## src/core/fpu_status_pkg.sv

```systemverilog
// package: status-word layout, command codes and state carrier for the flag logic
//
// Contract
// - six sticky exception flags kept in status bits zero to five
// - summary bit seven set when any unmasked exception flag is set
// - masked exception still sets its flag but not the summary bit
// - summary bit set drives the exception handler request output
// - flags stay set across error-free operations until explicit clear
// - clear, initialize and save commands clear all exception flags
// - restore and environment load overwrite flags from loaded image
// - status bit fifteen always mirrors the summary bit
// - compare writes outcome to bits zero, three; unordered to two; one is fault/zero
// - integer-flag compare leaves cond bits undefined, bit one for fault direction
// - arithmetic class sets bit one to roundup or fault direction
// - trig class sets bit two on out-of-range source, else clears it
// - load class sets bit one to zero or fault direction
// - environment load and restore load each condition bit from image
// - housekeeping instructions may leave condition bits undefined
// - stack-fault flag bit six set on register stack overflow or underflow
// - invalid operand without stack fault never clears stack-fault flag
// - on stack fault, bit one is one for overflow, zero for underflow
// - stack-fault flag held until initialize, clear or save command; restore and environment load also reload it from image bit six
// - six mask bits from control word bits zero to five block exceptions
// - examine writes sign to bit one, class to the other bits
// - remainder writes quotient bits to zero, three, one; incomplete to two
package fpu_status_pkg;

    localparam int EXC_COUNT = 6;
    // status word field positions
    localparam int SW_EXC_LO = 0;
    localparam int SW_SF_BIT = 6;
    localparam int SW_ES_BIT = 7;
    localparam int SW_C0_BIT = 8;
    localparam int SW_C1_BIT = 9;
    localparam int SW_C2_BIT = 10;
    localparam int SW_C3_BIT = 14;
    localparam int SW_BUSY_BIT = 15;
    // control word mask field
    localparam int CW_MASK_LO = 0;
    // reset values
    localparam logic [5:0] EXC_RESET = 6'h00;
    localparam logic [5:0] MASK_RESET = 6'h3F;
    localparam logic [3:0] COND_RESET = 4'h0;

    // instruction class reported by the execution core
    typedef enum logic [3:0] {
        CLS_NONE = 4'b0000,
        CLS_COMPARE = 4'b0001,
        CLS_COMPARE_INT = 4'b0010,
        CLS_EXAMINE = 4'b0011,
        CLS_REMAINDER = 4'b0100,
        CLS_ARITH = 4'b0101,
        CLS_TRIG = 4'b0110,
        CLS_LOAD = 4'b0111,
        CLS_CLEAR_EXC = 4'b1000,
        CLS_INIT = 4'b1001,
        CLS_SAVE = 4'b1010,
        CLS_RESTORE = 4'b1011,
        CLS_ENV_LOAD = 4'b1100,
        CLS_HOUSEKEEP = 4'b1101
    } instr_class_t;

    // one completed instruction from the core
    typedef struct packed {
        logic valid;
        instr_class_t cls;
        logic [5:0] exc;
        logic stack_fault;
        logic stack_overflow;
        logic [3:0] result_cond;
        logic round_up;
        logic [15:0] image_sw;
    } retire_t;

    typedef struct packed {
        logic [5:0] exc_flags;
        logic stack_fault_flag;
        logic [3:0] cond;
        logic [5:0] mask;
    } flag_state_t;

endpackage : fpu_status_pkg

```

## src/core/fpu_status_flag_logic.sv

```systemverilog
// status-word exception, stack-fault and condition-code flag logic
`timescale 1ns/100ps
module fpu_status_flag_logic
    import fpu_status_pkg::*;
(
    // clock and reset
    input wire logic clk_i,
    input wire logic rst_i,
    // instruction results from the execution core
    input wire retire_t retire_i,
    // control word exception masks, loaded by the core
    input wire logic mask_load_i,
    input wire logic [5:0] mask_value_i,
    // status word and handler request
    output logic [15:0] status_word_o,
    output logic exception_request_o
);

    flag_state_t state;
    flag_state_t next_state;

    // ****************************************************************
    // next-state logic
    // ****************************************************************
    always_comb begin
        logic [3:0] c;
        c = state.cond;
        next_state = state;
        if (mask_load_i) begin
            next_state.mask = mask_value_i;
        end
        if (retire_i.valid) begin
            // sticky set, never cleared by plain results
            next_state.exc_flags = state.exc_flags | retire_i.exc;
            if (retire_i.stack_fault) begin
                next_state.stack_fault_flag = 1'b1;
            end
            case (retire_i.cls)
                CLS_COMPARE: begin
                    c = retire_i.result_cond;
                    c[1] = 1'b0;
                end
                CLS_COMPARE_INT: begin
                    c[1] = 1'b0;
                end
                CLS_EXAMINE: begin
                    c = retire_i.result_cond;
                end
                CLS_REMAINDER: begin
                    // quotient bits, core packs them in place
                    c = retire_i.result_cond;
                end
                CLS_ARITH: begin
                    c[1] = retire_i.round_up;
                end
                CLS_TRIG: begin
                    c[2] = retire_i.result_cond[2];
                    c[1] = retire_i.result_cond[2] ? 1'b0 : retire_i.round_up;
                end
                CLS_LOAD: begin
                    c[1] = 1'b0;
                end
                CLS_CLEAR_EXC: begin
                    next_state.exc_flags = EXC_RESET;
                    next_state.stack_fault_flag = 1'b0;
                end
                CLS_INIT, CLS_SAVE: begin
                    next_state.exc_flags = EXC_RESET;
                    next_state.stack_fault_flag = 1'b0;
                    next_state.mask = MASK_RESET;
                    c = COND_RESET;
                end
                CLS_RESTORE, CLS_ENV_LOAD: begin
                    // image overwrites flags and condition bits
                    next_state.exc_flags = retire_i.image_sw[SW_EXC_LO +: EXC_COUNT];
                    next_state.stack_fault_flag = retire_i.image_sw[SW_SF_BIT];
                    c = {retire_i.image_sw[SW_C3_BIT], retire_i.image_sw[SW_C2_BIT],
                         retire_i.image_sw[SW_C1_BIT], retire_i.image_sw[SW_C0_BIT]};
                end
                default: begin
                    // housekeeping leaves condition bits as they were
                    c = state.cond;
                end
            endcase
            if (retire_i.stack_fault) begin
                c[1] = retire_i.stack_overflow;
            end
        end
        next_state.cond = c;
    end

    always_ff @(posedge clk_i) begin
        if (rst_i) begin
            state <= '{exc_flags: EXC_RESET, stack_fault_flag: 1'b0,
                       cond: COND_RESET, mask: MASK_RESET};
        end else begin
            state <= next_state;
        end
    end

    // ****************************************************************
    // status word
    // ****************************************************************
    logic summary;
    // unmasked flags only, recomputed every cycle
    assign summary = |(state.exc_flags & ~state.mask);
    assign exception_request_o = summary;

    always_comb begin
        status_word_o = 16'h0000;
        status_word_o[SW_EXC_LO +: EXC_COUNT] = state.exc_flags;
        status_word_o[SW_SF_BIT] = state.stack_fault_flag;
        status_word_o[SW_ES_BIT] = summary;
        status_word_o[SW_C0_BIT] = state.cond[0];
        status_word_o[SW_C1_BIT] = state.cond[1];
        status_word_o[SW_C2_BIT] = state.cond[2];
        status_word_o[SW_C3_BIT] = state.cond[3];
        status_word_o[SW_BUSY_BIT] = summary;
    end

    // ****************************************************************
    // checks
    // ****************************************************************
    // helper terms for the checks; a plain retire never overwrites flags
    logic plain_retire;
    logic fault_free;
    assign plain_retire = retire_i.valid && !(retire_i.cls inside {CLS_CLEAR_EXC, CLS_INIT,
        CLS_SAVE, CLS_RESTORE, CLS_ENV_LOAD});
    assign fault_free = !retire_i.stack_fault;

    // ****************************************************************
    // summary and flag checks
    // ****************************************************************
    // reset leaves clean word
    reset_state_a: assert property (@(posedge clk_i)
        rst_i |=> status_word_o == 16'h0000 && !exception_request_o)
        else $error("status word not clean after reset");

    summary_mirror_a: assert property (@(posedge clk_i) disable iff (rst_i)
        status_word_o[SW_BUSY_BIT] == status_word_o[SW_ES_BIT])
        else $error("busy bit differs from summary");

    summary_unmasked_a: assert property (@(posedge clk_i) disable iff (rst_i)
        status_word_o[SW_ES_BIT] == |(status_word_o[5:0] & ~state.mask))
        else $error("summary does not match unmasked flags");

    masked_quiet_a: assert property (@(posedge clk_i) disable iff (rst_i)
        (plain_retire && !mask_load_i
         && ((status_word_o[5:0] | retire_i.exc) & ~state.mask) == 6'h00)
        |=> !status_word_o[SW_ES_BIT])
        else $error("masked exception raised summary");

    request_follows_a: assert property (@(posedge clk_i) disable iff (rst_i)
        exception_request_o == status_word_o[SW_ES_BIT])
        else $error("handler request does not follow summary");

    flags_sticky_a: assert property (@(posedge clk_i) disable iff (rst_i)
        plain_retire |=> ((status_word_o[5:0] & $past(status_word_o[5:0]))
         == $past(status_word_o[5:0])))
        else $error("exception flag lost");

    flag_set_a: assert property (@(posedge clk_i) disable iff (rst_i)
        (retire_i.valid && retire_i.cls == CLS_ARITH) |=>
        ((status_word_o[5:0] & $past(retire_i.exc)) == $past(retire_i.exc)))
        else $error("detected exception not flagged");

    clear_cmd_a: assert property (@(posedge clk_i) disable iff (rst_i)
        (retire_i.valid && retire_i.cls inside {CLS_CLEAR_EXC, CLS_INIT, CLS_SAVE})
        |=> status_word_o[6:0] == 7'h00)
        else $error("flags not cleared by command");

    init_defaults_a: assert property (@(posedge clk_i) disable iff (rst_i)
        (retire_i.valid && retire_i.cls inside {CLS_INIT, CLS_SAVE} && fault_free)
        |=> state.cond == COND_RESET && state.mask == MASK_RESET)
        else $error("initialize left condition or masks");

    restore_flags_a: assert property (@(posedge clk_i) disable iff (rst_i)
        (retire_i.valid && retire_i.cls inside {CLS_RESTORE, CLS_ENV_LOAD})
        |=> status_word_o[5:0] == $past(retire_i.image_sw[5:0]))
        else $error("flags not taken from image");

    mask_load_a: assert property (@(posedge clk_i) disable iff (rst_i)
        (mask_load_i && !(retire_i.valid && retire_i.cls inside {CLS_INIT, CLS_SAVE}))
        |=> state.mask == $past(mask_value_i))
        else $error("mask not loaded");

    summary_recalc_a: assert property (@(posedge clk_i) disable iff (rst_i)
        (mask_load_i && !retire_i.valid) |=>
        status_word_o[SW_ES_BIT] == |(status_word_o[5:0] & ~$past(mask_value_i)))
        else $error("summary stale after mask change");

    // ****************************************************************
    // stack fault checks
    // ****************************************************************
    // fault sets flag
    fault_set_a: assert property (@(posedge clk_i) disable iff (rst_i)
        (plain_retire && retire_i.stack_fault) |=> status_word_o[SW_SF_BIT] &&
        status_word_o[SW_C1_BIT] == $past(retire_i.stack_overflow))
        else $error("stack fault or direction wrong");

    fault_kept_a: assert property (@(posedge clk_i) disable iff (rst_i)
        (plain_retire && fault_free && status_word_o[SW_SF_BIT])
        |=> status_word_o[SW_SF_BIT])
        else $error("stack fault flag dropped");

    fault_direction_a: assert property (@(posedge clk_i) disable iff (rst_i)
        (retire_i.valid && retire_i.stack_fault)
        |=> status_word_o[SW_C1_BIT] == $past(retire_i.stack_overflow))
        else $error("fault direction wrong");

    fault_clear_a: assert property (@(posedge clk_i) disable iff (rst_i)
        (retire_i.valid && retire_i.cls inside {CLS_CLEAR_EXC, CLS_INIT, CLS_SAVE})
        |=> !status_word_o[SW_SF_BIT])
        else $error("stack fault flag not cleared");

    // ****************************************************************
    // condition code checks
    // ****************************************************************
    // image condition bits
    restore_load_a: assert property (@(posedge clk_i) disable iff (rst_i)
        (retire_i.valid && retire_i.cls inside {CLS_RESTORE, CLS_ENV_LOAD} && fault_free)
        |=> status_word_o[SW_C3_BIT] == $past(retire_i.image_sw[SW_C3_BIT])
        && status_word_o[10:8] == $past(retire_i.image_sw[10:8])
        && status_word_o[6:0] == $past(retire_i.image_sw[6:0]))
        else $error("image not loaded");

    compare_outcome_a: assert property (@(posedge clk_i) disable iff (rst_i)
        (retire_i.valid && retire_i.cls == CLS_COMPARE && fault_free)
        |=> state.cond == ($past(retire_i.result_cond) & 4'b1101))
        else $error("compare outcome wrong");

    compare_int_a: assert property (@(posedge clk_i) disable iff (rst_i)
        (retire_i.valid && retire_i.cls == CLS_COMPARE_INT && fault_free)
        |=> !status_word_o[SW_C1_BIT])
        else $error("integer compare bit one wrong");

    arith_round_a: assert property (@(posedge clk_i) disable iff (rst_i)
        (retire_i.valid && retire_i.cls == CLS_ARITH && fault_free)
        |=> status_word_o[SW_C1_BIT] == $past(retire_i.round_up))
        else $error("rounding direction wrong");

    trig_range_a: assert property (@(posedge clk_i) disable iff (rst_i)
        (retire_i.valid && retire_i.cls == CLS_TRIG) |=>
        status_word_o[SW_C2_BIT] == $past(retire_i.result_cond[2]))
        else $error("range bit wrong");

    trig_quiet_a: assert property (@(posedge clk_i) disable iff (rst_i)
        (retire_i.valid && retire_i.cls == CLS_TRIG && retire_i.result_cond[2] && fault_free)
        |=> !status_word_o[SW_C1_BIT])
        else $error("bit one set while out of range");

    load_zero_a: assert property (@(posedge clk_i) disable iff (rst_i)
        (retire_i.valid && retire_i.cls == CLS_LOAD && fault_free)
        |=> !status_word_o[SW_C1_BIT])
        else $error("load left bit one set");

    housekeep_hold_a: assert property (@(posedge clk_i) disable iff (rst_i)
        (retire_i.valid && retire_i.cls inside {CLS_NONE, CLS_HOUSEKEEP} && fault_free)
        |=> state.cond == $past(state.cond))
        else $error("housekeeping moved condition bits");

    examine_copy_a: assert property (@(posedge clk_i) disable iff (rst_i)
        (retire_i.valid && retire_i.cls == CLS_EXAMINE && fault_free)
        |=> state.cond == $past(retire_i.result_cond))
        else $error("examine result wrong");

    remainder_copy_a: assert property (@(posedge clk_i) disable iff (rst_i)
        (retire_i.valid && retire_i.cls == CLS_REMAINDER && fault_free)
        |=> state.cond == $past(retire_i.result_cond))
        else $error("remainder result wrong");

endmodule : fpu_status_flag_logic

```

## config.mk

```make
export PLATFORM = sky130hd
export DESIGN_NAME = fpu_status_flag_logic
export DESIGN_NICKNAME = d
export VERILOG_FILES = /design/src/core/fpu_status_pkg.sv /design/src/core/fpu_status_flag_logic.sv
export SDC_FILE = /design/constraint.sdc
export NUM_CORES = 1
export LEC_CHECK = 0
export ABC_CLOCK_PERIOD_IN_PS = 1500
export BUFFER_PORTS_ARGS = -buffer_cell sky130_fd_sc_hd__buf_2
export CORE_AREA = 2 2 53 55
export DETAILED_ROUTE_END_ITERATION = 7
export DIE_AREA = 0 0 55 57
export PLACE_DENSITY = 0.77
export SYNTH_ARGS = -nofsm -noshare
export SYNTH_HDL_FRONTEND = slang
export SYNTH_SLANG_ARGS = --single-unit
export TNS_END_PERCENT = 20
```

## constraint.sdc

```tcl
create_clock -name clk_i -period 1.5 [get_ports clk_i]
set_input_delay 0.075 -clock clk_i [delete_from_list [all_inputs] [get_ports clk_i]]
set_output_delay 0.075 -clock clk_i [all_outputs]
set_load 0.02 [all_outputs]
```

==> flow_summary_export.csv, run 1 <==
group,metric,value,unit
status,status,"finished clean",
floorplanning,die_height,57,um
synthesis,synth.area.top_cells,"dfxtp_1 32%, buf_4 13%, nor2_1 5.6%, a2bb2oi_1 4.9%, mux2i_1 3.7%",
sta,setup_slack,0.140,ns
global_routing,grt_pass1_vias,996,
finish,stdcell_count,204,
placement,post-place-ws,0.0790,ns
cts,cts_made_buffers,3,
synthesis,synth_fa_ha_area_frac,0,
placement,dp_hpwl,2.00,mm
sta,fin_crit,1.36,ns
floorplanning,core_region_area,0.00262,mm2
drt,drt_iter0_drc,21,
power,p_int,0.717,mW
synthesis,syn_inst,135,
drt,viasPerCell,5.22,
synthesis,synth_top_family_by_area,"compound AO/OA/AOI/OAI gates",
global_routing,grt_pass1_wl,3.97,mm
critical_path,cp.arrival,1.28,ns
power,clkPwrFrac,0.231,
sta,hold_viol,0,
global_routing,antenna_found_initial,0,
critical_path,start_kind,"flop",
floorplanning,rows,19,
job,maxCapViolCount,0,
critical_path,worstPathMaxFanout,3,
power,vdd_ir_drop_max,446,uV
cts,cts_num_sinks,17,
floorplanning,floorplan.initialDensity,0.412,
power,p_sw,0.332,mW
synthesis,synth.ff_latch_count,17,
cts,path_clk_slew,0.10,ns
power,pwr-share-comb,0.287,
drt,vias,1064,
placement,port_buffers,51,
sta,skew,0,ns
synthesis,synth-seq-area-share,0.316,
sta,slew_violations,0,
sta,setup-violations-final,0,
synthesis,synth_cell_types,35,
synthesis,yosys.area_share.simple,0.171,
finish,insertedDiodeCount,0,
min_path,holdCritPathClass,"input pin to flop",
placement,gp_congestion,0.794,
synthesis,synth.top_cell.area_share,0.316,
global_routing,grt_usage,0.164,
drt,wl_per_cell,12.4,um
sta,setup_tns,0,ns
cts,h-tree-depth,1,
floorplanning,dieArea,0.00314,mm2
power,p_leak,0.620,nW
floorplanning,ios,60,
power,seqPwrFrac,0.481,
critical_path,cp_data_required_time,1.42,ns
sta,fmax,735,MHz
synthesis,ys_warn_count,0,
cts,root_buffer,"clkbuf_4",
synthesis,synth_top_area_cell,"dfxtp_1",
drt,drt_wl_total,2.54,mm
sta,grt_setup_unrepaired,"false",
finish,drive_above_1_share,0.387,
drt,drc,0,
cts,cts_tree,"yes",
synthesis,synth_compound_area_frac,0.258,
drt,antenna_left,0,
synthesis,synth_xor_area_frac,0.0163,
critical_path,end_kind,"output port",
power,powerDensity,812,mW/mm2
placement,placed_cells_incl_taps,198,
power,switching_share,0.317,
finish,area_growth,19.9,%
synthesis,avgSynthCellArea,7.98,um2
cts,cts.path.max_buffers,2,
synthesis,synthMuxAreaShare,0.0372,
global_routing,grt_max_degree,19,
synthesis,synth.cell_area,0.00108,mm2
cts,clk_latency,0.28,ns
floorplanning,fp.dieW,55,um
drt,firstDrtPassIters,4,
global_routing,grt-ovfl-total,0,
finish,fin_nets,217,
sta,fin_crit_sh,0.907,
critical_path,critical_path_class,"flop to output port",
[area by class of cell]
class                           instances  area, um2
Inverter                                9       33.8
Sequential cell                        17        343
Clock inverter                          1       5.00
Multi-Input combinational cell         86        543
Tap cell                               31       38.8
Fill cell                             276       1320
Timing Repair Buffer                   57        305
Clock buffer                            3       22.5
[metal layers]
metal  global-route usage  vias up  part of all wire
li1                     -      538                 -
met1                0.201      480              0.42
met2                0.293       44              0.50
met3               0.0209        2             0.071
met4               0.0418        0            0.0039
met5                    0        -                 0
[final timing paths]
path                                       from                            end  slack, ns  cells after the start
hold reg to reg             state[5]$_SDFF_PP1_            state[5]$_SDFF_PP1_       0.50                      2
setup reg to reg  status_word_o[1]$_SDFFE_PP0P_  status_word_o[1]$_SDFFE_PP0P_       0.60                      4
setup / recovery  status_word_o[1]$_SDFFE_PP0P_               status_word_o[7]       0.14                      5
hold / removal                  mask_value_i[2]            state[2]$_SDFF_PP1_      0.003                      3
[cell usage in the layout (no fill, tap or decap)]
cell type	netlist	routed
or3b_4	1	1
a211oi_1	4	4
a22oi_1	2	2
a21oi_1	5	5
nand2_1	7	7
o21bai_1	1	1
o2bb2ai_1	1	1
a221oi_1	2	1
dfxtp_1	17	15
mux2i_1	4	4
clkinv_2	0	1
inv_1	9	9
dfxtp_2	0	2
o211ai_1	4	4
a2bb2oi_1	6	6
conb_1	1	3
nand3b_1	1	1
nand3_1	2	2
or3_2	1	1
and3_1	1	1
xnor2_1	2	2
buf_2	1	50
o21ai_0	6	6
a311oi_1	2	2
nand4_1	2	2
or2b_1	1	1
a221oi_2	0	1
o221ai_2	0	1
dlygate4sd3_1	0	1
clkbuf_4	0	3
nor2_1	16	16
a21oi_4	1	1
nor3_1	7	7
buf_4	18	6
a31oi_1	1	1
o22ai_1	2	2
[cell families after synthesis]
| logic type | count (synthesis) |
|---|---|
| other | 1 |
| flip-flops | 17 |
| multiplexers | 4 |
| AO/OA/AOI/OAI | 38 |
| buffers and inverters | 34 |
| AND/OR/NAND/NOR | 39 |
| XOR/XNOR | 2 |
[synthesized netlist by cell type, drive strengths merged]
cell / number
a22oi: 2
nor2: 16
a21oi: 6
nand4: 2
o21ai: 6
clkbuf: 2
o21bai: 1
nand3: 2
nand3b: 1
dlygate4sd1: 2
or3b: 1
inv: 9
o221ai: 1
mux2i: 4
and3: 1
nand2: 7
nor3: 7
a221oi: 2
o2bb2ai: 1
dfxtp: 17
xnor2: 2
buf: 21
a31oi: 1
a311oi: 2
a211oi: 4
o211ai: 4
or2b: 1
conb: 1
o22ai: 2
or3: 1
a2bb2oi: 6
[state kept, by name (all words and copies together), names as in the netlist]
signal and cells:
status_word_o 11, state 6
[worst max-delay path, cell delays in order, from the launching register on]
cell	delay (ns)
dfxtp_2	0.33
inv_1	0.04
o22ai_1	0.09
a221oi_2	0.21
o221ai_2	0.15
buf_2	0.18
[power by group through the flow]
stage,sequential [mW],clock (mW),combinational (mW)
floorplan,0.509,0,0.235
global placement,0.513,0,0.281
detailed placement,0.515,0,0.290
CTS,0.504,0.256,0.299
global route,0.509,0.275,0.336
finish,0.505,0.243,0.301
[per-stage QoR]
| step | total power [mW] | area [um2] | utilization | hold WS, ns |
|---|---|---|---|---|
| final | 1.05 | 1290 | 0.494 | 0.00314 |
| after global routing | 1.12 | 1290 | 0.494 | 0.00206 |
| after CTS | 1.06 | 1280 | 0.489 | 0.00308 |
| after detailed placement | 0.806 | 1230 | 0.470 | 0.307 |
| after global placement | 0.793 | 1230 | 0.470 | 0.289 |
| after floorplan | 0.744 | 1080 | - | 0.147 |
[repair_timing]
action	in CTS	in global routing
setup endpoints to repair	3	3
hold buffers	1	0
resized for setup	3	2
hold endpoints to repair	1	0
setup buffers	1	0
No activity file was read; power rests on OpenSTA's default activity.
==> inputs of run 2 (changes only) <==
--- a/config.mk
+++ b/config.mk
@@ -5,12 +5,12 @@
 export SDC_FILE = /design/constraint.sdc
 export NUM_CORES = 1
 export LEC_CHECK = 0
-export ABC_CLOCK_PERIOD_IN_PS = 1500
+export ABC_CLOCK_PERIOD_IN_PS = 1600
 export BUFFER_PORTS_ARGS = -buffer_cell sky130_fd_sc_hd__buf_2
-export CORE_AREA = 2 2 53 55
+export CORE_AREA = 2 2 52 54
 export DETAILED_ROUTE_END_ITERATION = 7
-export DIE_AREA = 0 0 55 57
-export PLACE_DENSITY = 0.77
+export DIE_AREA = 0 0 54 56
+export PLACE_DENSITY = 0.8
 export SYNTH_ARGS = -nofsm -noshare
 export SYNTH_HDL_FRONTEND = slang
 export SYNTH_SLANG_ARGS = --single-unit
==> constraint.sdc (replaced) <==
create_clock -name clk_i -period 1.6 [get_ports clk_i]
set_input_delay 0.08 -clock clk_i [delete_from_list [all_inputs] [get_ports clk_i]]
set_output_delay 0.08 -clock clk_i [all_outputs]
set_load 0.02 [all_outputs]
==> run 2 against run 1 <==
  * Sequential share of layout area rose by 0.81 points
  * Highest routed layer is now met3
  * Critical endpoint is now exception_request_o
  * Clock skew is the same
  * Die area down 3.5%
  * Global-route usage is 0.28 points lower
  * Register-to-register slack gained 0.13 ns
  * Utilization grew 1.8 points
  * Critical path depth did not move
  * Clock power fell by 8.2%
  * Total power is 7.7% lower
  * First-iteration DRC count decreased by 29%
  * Critical path type unchanged
  * Worst hold slack improved by 0.018 ns
  * Via count down 1.2%
==> flow_summary_export.csv, run 2 (same netlist as run 1, synthesis figures left out) <==
group,metric,value,unit
power,power.total,0.968,mW
sta,worst_hold_slack,0.0208,ns
power,p_int,0.665,mW
critical_path,endpoint,"exception_request_o",
floorplanning,dieArea,0.00302,mm2
power,p_leak,0.592,nW
sta,skew,0,ns
sta,setup_tns,0,ns
critical_path,crit_start,"status_word_o[1]$_SDFFE_PP0P_",
finish,final_common_cell,"buf_2",
sta,slew_violations,0,
power,seqPwrFrac,0.490,
global_routing,antenna_found_initial,0,
global_routing,grt_max_degree,19,
finish,drive_above_1_share,0.357,
drt,firstDrtPassIters,4,
drt,drc,0,
critical_path,r2r_slack,0.73,ns
sta,setup_slack,0.229,ns
power,pwr-share-comb,0.280,
critical_path,cp.arrival,1.29,ns
drt,drt_wl_total,2.49,mm
floorplanning,ios,60,
power,p_sw,0.303,mW
finish,area_growth,15.4,%
floorplanning,die_height,56,um
critical_path,crit_family,"compound AO/OA/AOI/OAI gates",
critical_path,slowest_stage,"dfxtp_1",
global_routing,grt_pass1_vias,944,
global_routing,grt_pass1_wl,3.76,mm
drt,antenna_left,0,
critical_path,r2r-end,"status_word_o[9]$_SDFFE_PP0P_",
drt,vias,1051,
finish,insertedDiodeCount,0,
finish,final_util,0.511,
sta,setup-violations-final,0,
drt,viasPerCell,5.31,
placement,placed_cells_incl_taps,194,
sta,fmax,730,MHz
critical_path,slowest_delay,0.34,ns
floorplanning,core_region_area,0.00243,mm2
cts,root_buffer,"clkbuf_4",
floorplanning,fp.dieW,54,um
drt,wl_per_cell,12.6,um
floorplanning,floorplan.initialDensity,0.443,
critical_path,start_kind,"flop",
finish,final_cell_area,0.00124,mm2
critical_path,r2r_start,"status_word_o[9]$_SDFFE_PP0P_",
cts,cts.path.max_buffers,2,
status,status,"finished clean",
cts,clk_latency,0.28,ns
placement,dp_hpwl,1.95,mm
sta,fin_crit,1.37,ns
cts,path_clk_slew,0.09,ns
placement,post-place-ws,0.192,ns
cts,ctsHoldBuffers,0,
finish,most-common-layout-cells,"51 x buf_2, 17 x dfxtp_1, 16 x nor2_1",
power,vdd_ir_drop_max,532,uV
global_routing,grt_usage,0.161,
placement,gp_congestion,0.800,
placement,port_buffers,51,
sta,tightest_slew,0.584,ns
drt,drt_iter0_drc,15,
sta,slew_headroom,0.609,
critical_path,end_kind,"output port",
sta,grt_setup_unrepaired,"false",
critical_path,worstRegToRegCells,4,
critical_path,worstPathMaxFanout,4,
cts,cts.repair.resized,0,
critical_path,crit_chain,"inv_1 -> o22ai_1 -> a221oi_2 -> o221ai_2 -> buf_2",
sta,fin_crit_sh,0.857,
cts,cts_made_buffers,3,
critical_path,cp_num_buf_inv,2,
cts,cts_tree,"yes",
global_routing,grt-ovfl-total,0,
job,maxCapViolCount,0,
placement,postPlaceCellArea,0.00120,mm2
finish,fin_nets,212,
critical_path,critical_path_class,"flop to output port",
cts,h-tree-depth,1,
min_path,holdCritPathClass,"input pin to flop",
finish,largest_register_ffs,11,
floorplanning,rows,18,
cts,post_cts_buffers,0,
power,switching_share,0.313,
finish,stdcell_count,198,
power,clkPwrFrac,0.230,
critical_path,cp.depth,5,
critical_path,cp_data_required_time,1.52,ns
cts,cts_num_sinks,17,
power,powerDensity,778,mW/mm2
sta,hold_viol,0,
[run 2: layer usage]
layer,vias to the layer above,global-route usage,routed length (um)
li1,527,-,-
met1,481,0.187,1080
met2,43,0.286,1230
met3,0,0.0349,175
met4,0,0.0429,0
met5,-,0,0
[run 2: how the worst min path moves through the flow]
| stage | from | endpoint | cells past startpoint | slack (ns) |
|---|---|---|---|---|
| 5_1_grt | mask_value_i[4] | state[4]$_SDFF_PP1_ | 3 | 0.02 |
| 3_3_place_gp | mask_value_i[4] | state[4]$_SDFF_PP1_ | 3 | 0.30 |
| 4_1_cts | mask_value_i[4] | state[4]$_SDFF_PP1_ | 3 | 0.02 |
| 3_5_place_dp | mask_value_i[4] | state[4]$_SDFF_PP1_ | 3 | 0.31 |
| 2_1_floorplan | rst_i | status_word_o[8]$_SDFFE_PP0P_ | 1 | 0.15 |
| 6_report | mask_value_i[4] | state[4]$_SDFF_PP1_ | 3 | 0.02 |
[run 2: power by group through the flow]
stage | logic, mW | clock network, mW | registers, mW
3_3_place_gp | 0.259 | 0 | 0.481
5_1_grt | 0.300 | 0.243 | 0.478
2_1_floorplan | 0.221 | 0 | 0.477
4_1_cts | 0.269 | 0.227 | 0.473
6_report | 0.271 | 0.223 | 0.474
3_5_place_dp | 0.268 | 0 | 0.482
[run 2: worst min-delay path, cell delays in order]
cell and delay (ns):
buf_2 0.07, nand2_1 0.04, o211ai_1 0.07
[run 2: cell type report]
class                   instances  area, um2
well taps                      30       37.5
inverters                       9       33.8
fillers                       239       1190
flip-flops and latches         17        340
clock buffers                   4       26.3
repair buffers                 52        263
multi-input cells              86        543
==> inputs of run 3 (changes only) <==
--- a/config.mk
+++ b/config.mk
@@ -7,9 +7,9 @@
 export LEC_CHECK = 0
 export ABC_CLOCK_PERIOD_IN_PS = 1600
 export BUFFER_PORTS_ARGS = -buffer_cell sky130_fd_sc_hd__buf_2
-export CORE_AREA = 2 2 52 54
+export CORE_AREA = 4 4 54 56
 export DETAILED_ROUTE_END_ITERATION = 7
-export DIE_AREA = 0 0 54 56
+export DIE_AREA = 0 0 58 60
 export PLACE_DENSITY = 0.8
 export SYNTH_ARGS = -nofsm -noshare
 export SYNTH_HDL_FRONTEND = slang
==> run 3 against run 2 <==
  * Wire length rose by 7.0%
  * Sequential share of layout area fell by 0.80 points
  * Utilization rose by 1.5 points
  * Via count rose by 0.48%
  * Sequential power barely moved
  * Final cell count rose by 2.0%
  * Worst hold slack got worse by 0.020 ns
  * Register-to-register slack got worse by 0.04 ns
  * Critical path depth did not move
  * Worst setup slack got worse by 0.077 ns
  * Cell area rose by 3.0%
  * Clock power rose by 9.0%
==> flow_summary_export.csv, run 3 (same netlist as run 1, synthesis figures left out) <==
group,metric,value,unit
cts,h-tree-depth,1,
floorplanning,die_height,60,um
placement,dp_hpwl,2.07,mm
critical_path,slowest_delay,0.35,ns
global_routing,grt_usage,0.153,
floorplanning,ios,60,
cts,cts_made_buffers,3,
cts,cts_tree,"yes",
power,powerDensity,776,mW/mm2
sta,grt_setup_unrepaired,"false",
placement,postPlaceCellArea,0.00120,mm2
sta,hold_viol,0,
critical_path,start_kind,"flop",
global_routing,grt_max_degree,19,
min_path,holdCritPathClass,"input pin to flop",
finish,largest_register_ffs,11,
job,maxCapViolCount,0,
sta,skew,0,ns
sta,setup-violations-final,0,
critical_path,cp_data_required_time,1.52,ns
cts,cts_num_sinks,17,
critical_path,slowest_stage,"dfxtp_1",
global_routing,grt-ovfl-total,0,
finish,insertedDiodeCount,0,
placement,port_buffers,51,
finish,final_util,0.527,
critical_path,end_kind,"output port",
status,status,"finished clean",
floorplanning,core_region_area,0.00243,mm2
sta,fmax,691,MHz
sta,slew_violations,0,
drt,drc,0,
global_routing,grt_pass1_wl,4.12,mm
cts,path_clk_slew,0.11,ns
cts,cts.path.max_buffers,2,
power,p_leak,0.607,nW
drt,wl_per_cell,13.2,um
finish,area_growth,18.9,%
finish,final_cell_area,0.00128,mm2
drt,viasPerCell,5.23,
finish,most-common-layout-cells,"51 x buf_2, 17 x dfxtp_1, 16 x nor2_1",
global_routing,antenna_found_initial,0,
floorplanning,rows,18,
finish,fillers,242,
critical_path,critical_path_class,"flop to output port",
sta,worst_hold_slack,0.000580,ns
sta,fin_crit,1.45,ns
drt,vias,1056,
sta,tightest_slew,0.558,ns
placement,gp_congestion,0.859,
sta,setup_tns,0,ns
global_routing,grt_pass1_vias,957,
power,power.total,0.994,mW
critical_path,cp.arrival,1.37,ns
floorplanning,fp.dieW,58,um
cts,root_buffer,"clkbuf_4",
finish,drive_above_1_share,0.349,
floorplanning,dieArea,0.00348,mm2
sta,fin_crit_sh,0.905,
drt,firstDrtPassIters,4,
finish,final_common_cell,"buf_2",
drt,drt_wl_total,2.66,mm
sta,slew_headroom,0.626,
finish,fin_nets,216,
floorplanning,floorplan.initialDensity,0.443,
drt,antenna_left,0,
drt,drt_iter0_drc,29,
cts,clk_latency,0.30,ns
critical_path,worstPathMaxFanout,4,
power,vdd_ir_drop_max,407,uV
critical_path,crit_chain,"inv_1 -> o22ai_1 -> a221oi_2 -> o221ai_1 -> buf_2",
## run 3: cell count changes in the layout (fill, tap and decap cells not counted)
| cell | delta |
|---|---|
| clkbuf_1 | -1 |
| o221ai_2 | -1 |
| dlygate4sd3_1 | +4 |
| o221ai_1 | +1 |
| clkinvlp_4 | +1 |
## run 3: repair_timing
action	CTS	global route
endpoints found under the hold margin	4	0
resized for setup	0	1
hold buffers	4	0
buffers inserted	0	0
endpoints found under the setup margin	0	3
## run 3: power by group
part / switching [mW] / total [mW] / internal [mW]
clock network: 0.148 / 0.243 / 0.0951
logic: 0.158 / 0.279 / 0.121
registers: 0.0196 / 0.473 / 0.453
total: 0.325 / 0.994 / 0.669
## run 3: metal layers
layer / track usage / part of all wire / wire (um)
met4: 0.0596 / 0.0038 / 10
met2: 0.253 / 0.49 / 1310
met1: 0.193 / 0.42 / 1120
met3: 0.0324 / 0.083 / 221
met5: 0 / 0 / 0
## run 3: worst paths after layout
| check | start | endpoint | slack [ns] | cells after the start |
|---|---|---|---|---|
| worst min-delay path | mask_value_i[5] | state[5]$_SDFF_PP1_ | 0.0006 | 3 |
| worst max-delay path | status_word_o[1]$_SDFFE_PP0P_ | status_word_o[15] | 0.15 | 5 |
| worst max register to register | status_word_o[9]$_SDFFE_PP0P_ | status_word_o[9]$_SDFFE_PP0P_ | 0.69 | 4 |
| worst min register to register | state[1]$_SDFF_PP1_ | state[1]$_SDFF_PP1_ | 0.49 | 2 |
## run 3: per-stage QoR
stage          setup WS, ns  instances
2_1_floorplan         0.303        137
3_3_place_gp          0.194        194
3_5_place_dp          0.163        194
4_1_cts              0.0589        202
5_1_grt              0.0578        202
6_report              0.153        202
## run 3: critical path: cells and delay by family (launching register included)
kind / cells / cell delay (ns)
flops: 1 / 0.35
buf+inv: 2 / 0.26
compound gates: 3 / 0.46
## run 3: area by class of cell
class                           count  area, um2  share of cell area
Multi-Input combinational cell     86        537               0.419
Inverter                            9       33.8              0.0264
Tap cell                           30       37.5              0.0293
Clock buffer                        3       22.5              0.0176
Timing Repair Buffer               56        303               0.236
Clock inverter                      1       7.51             0.00586
Sequential cell                    17        340               0.266
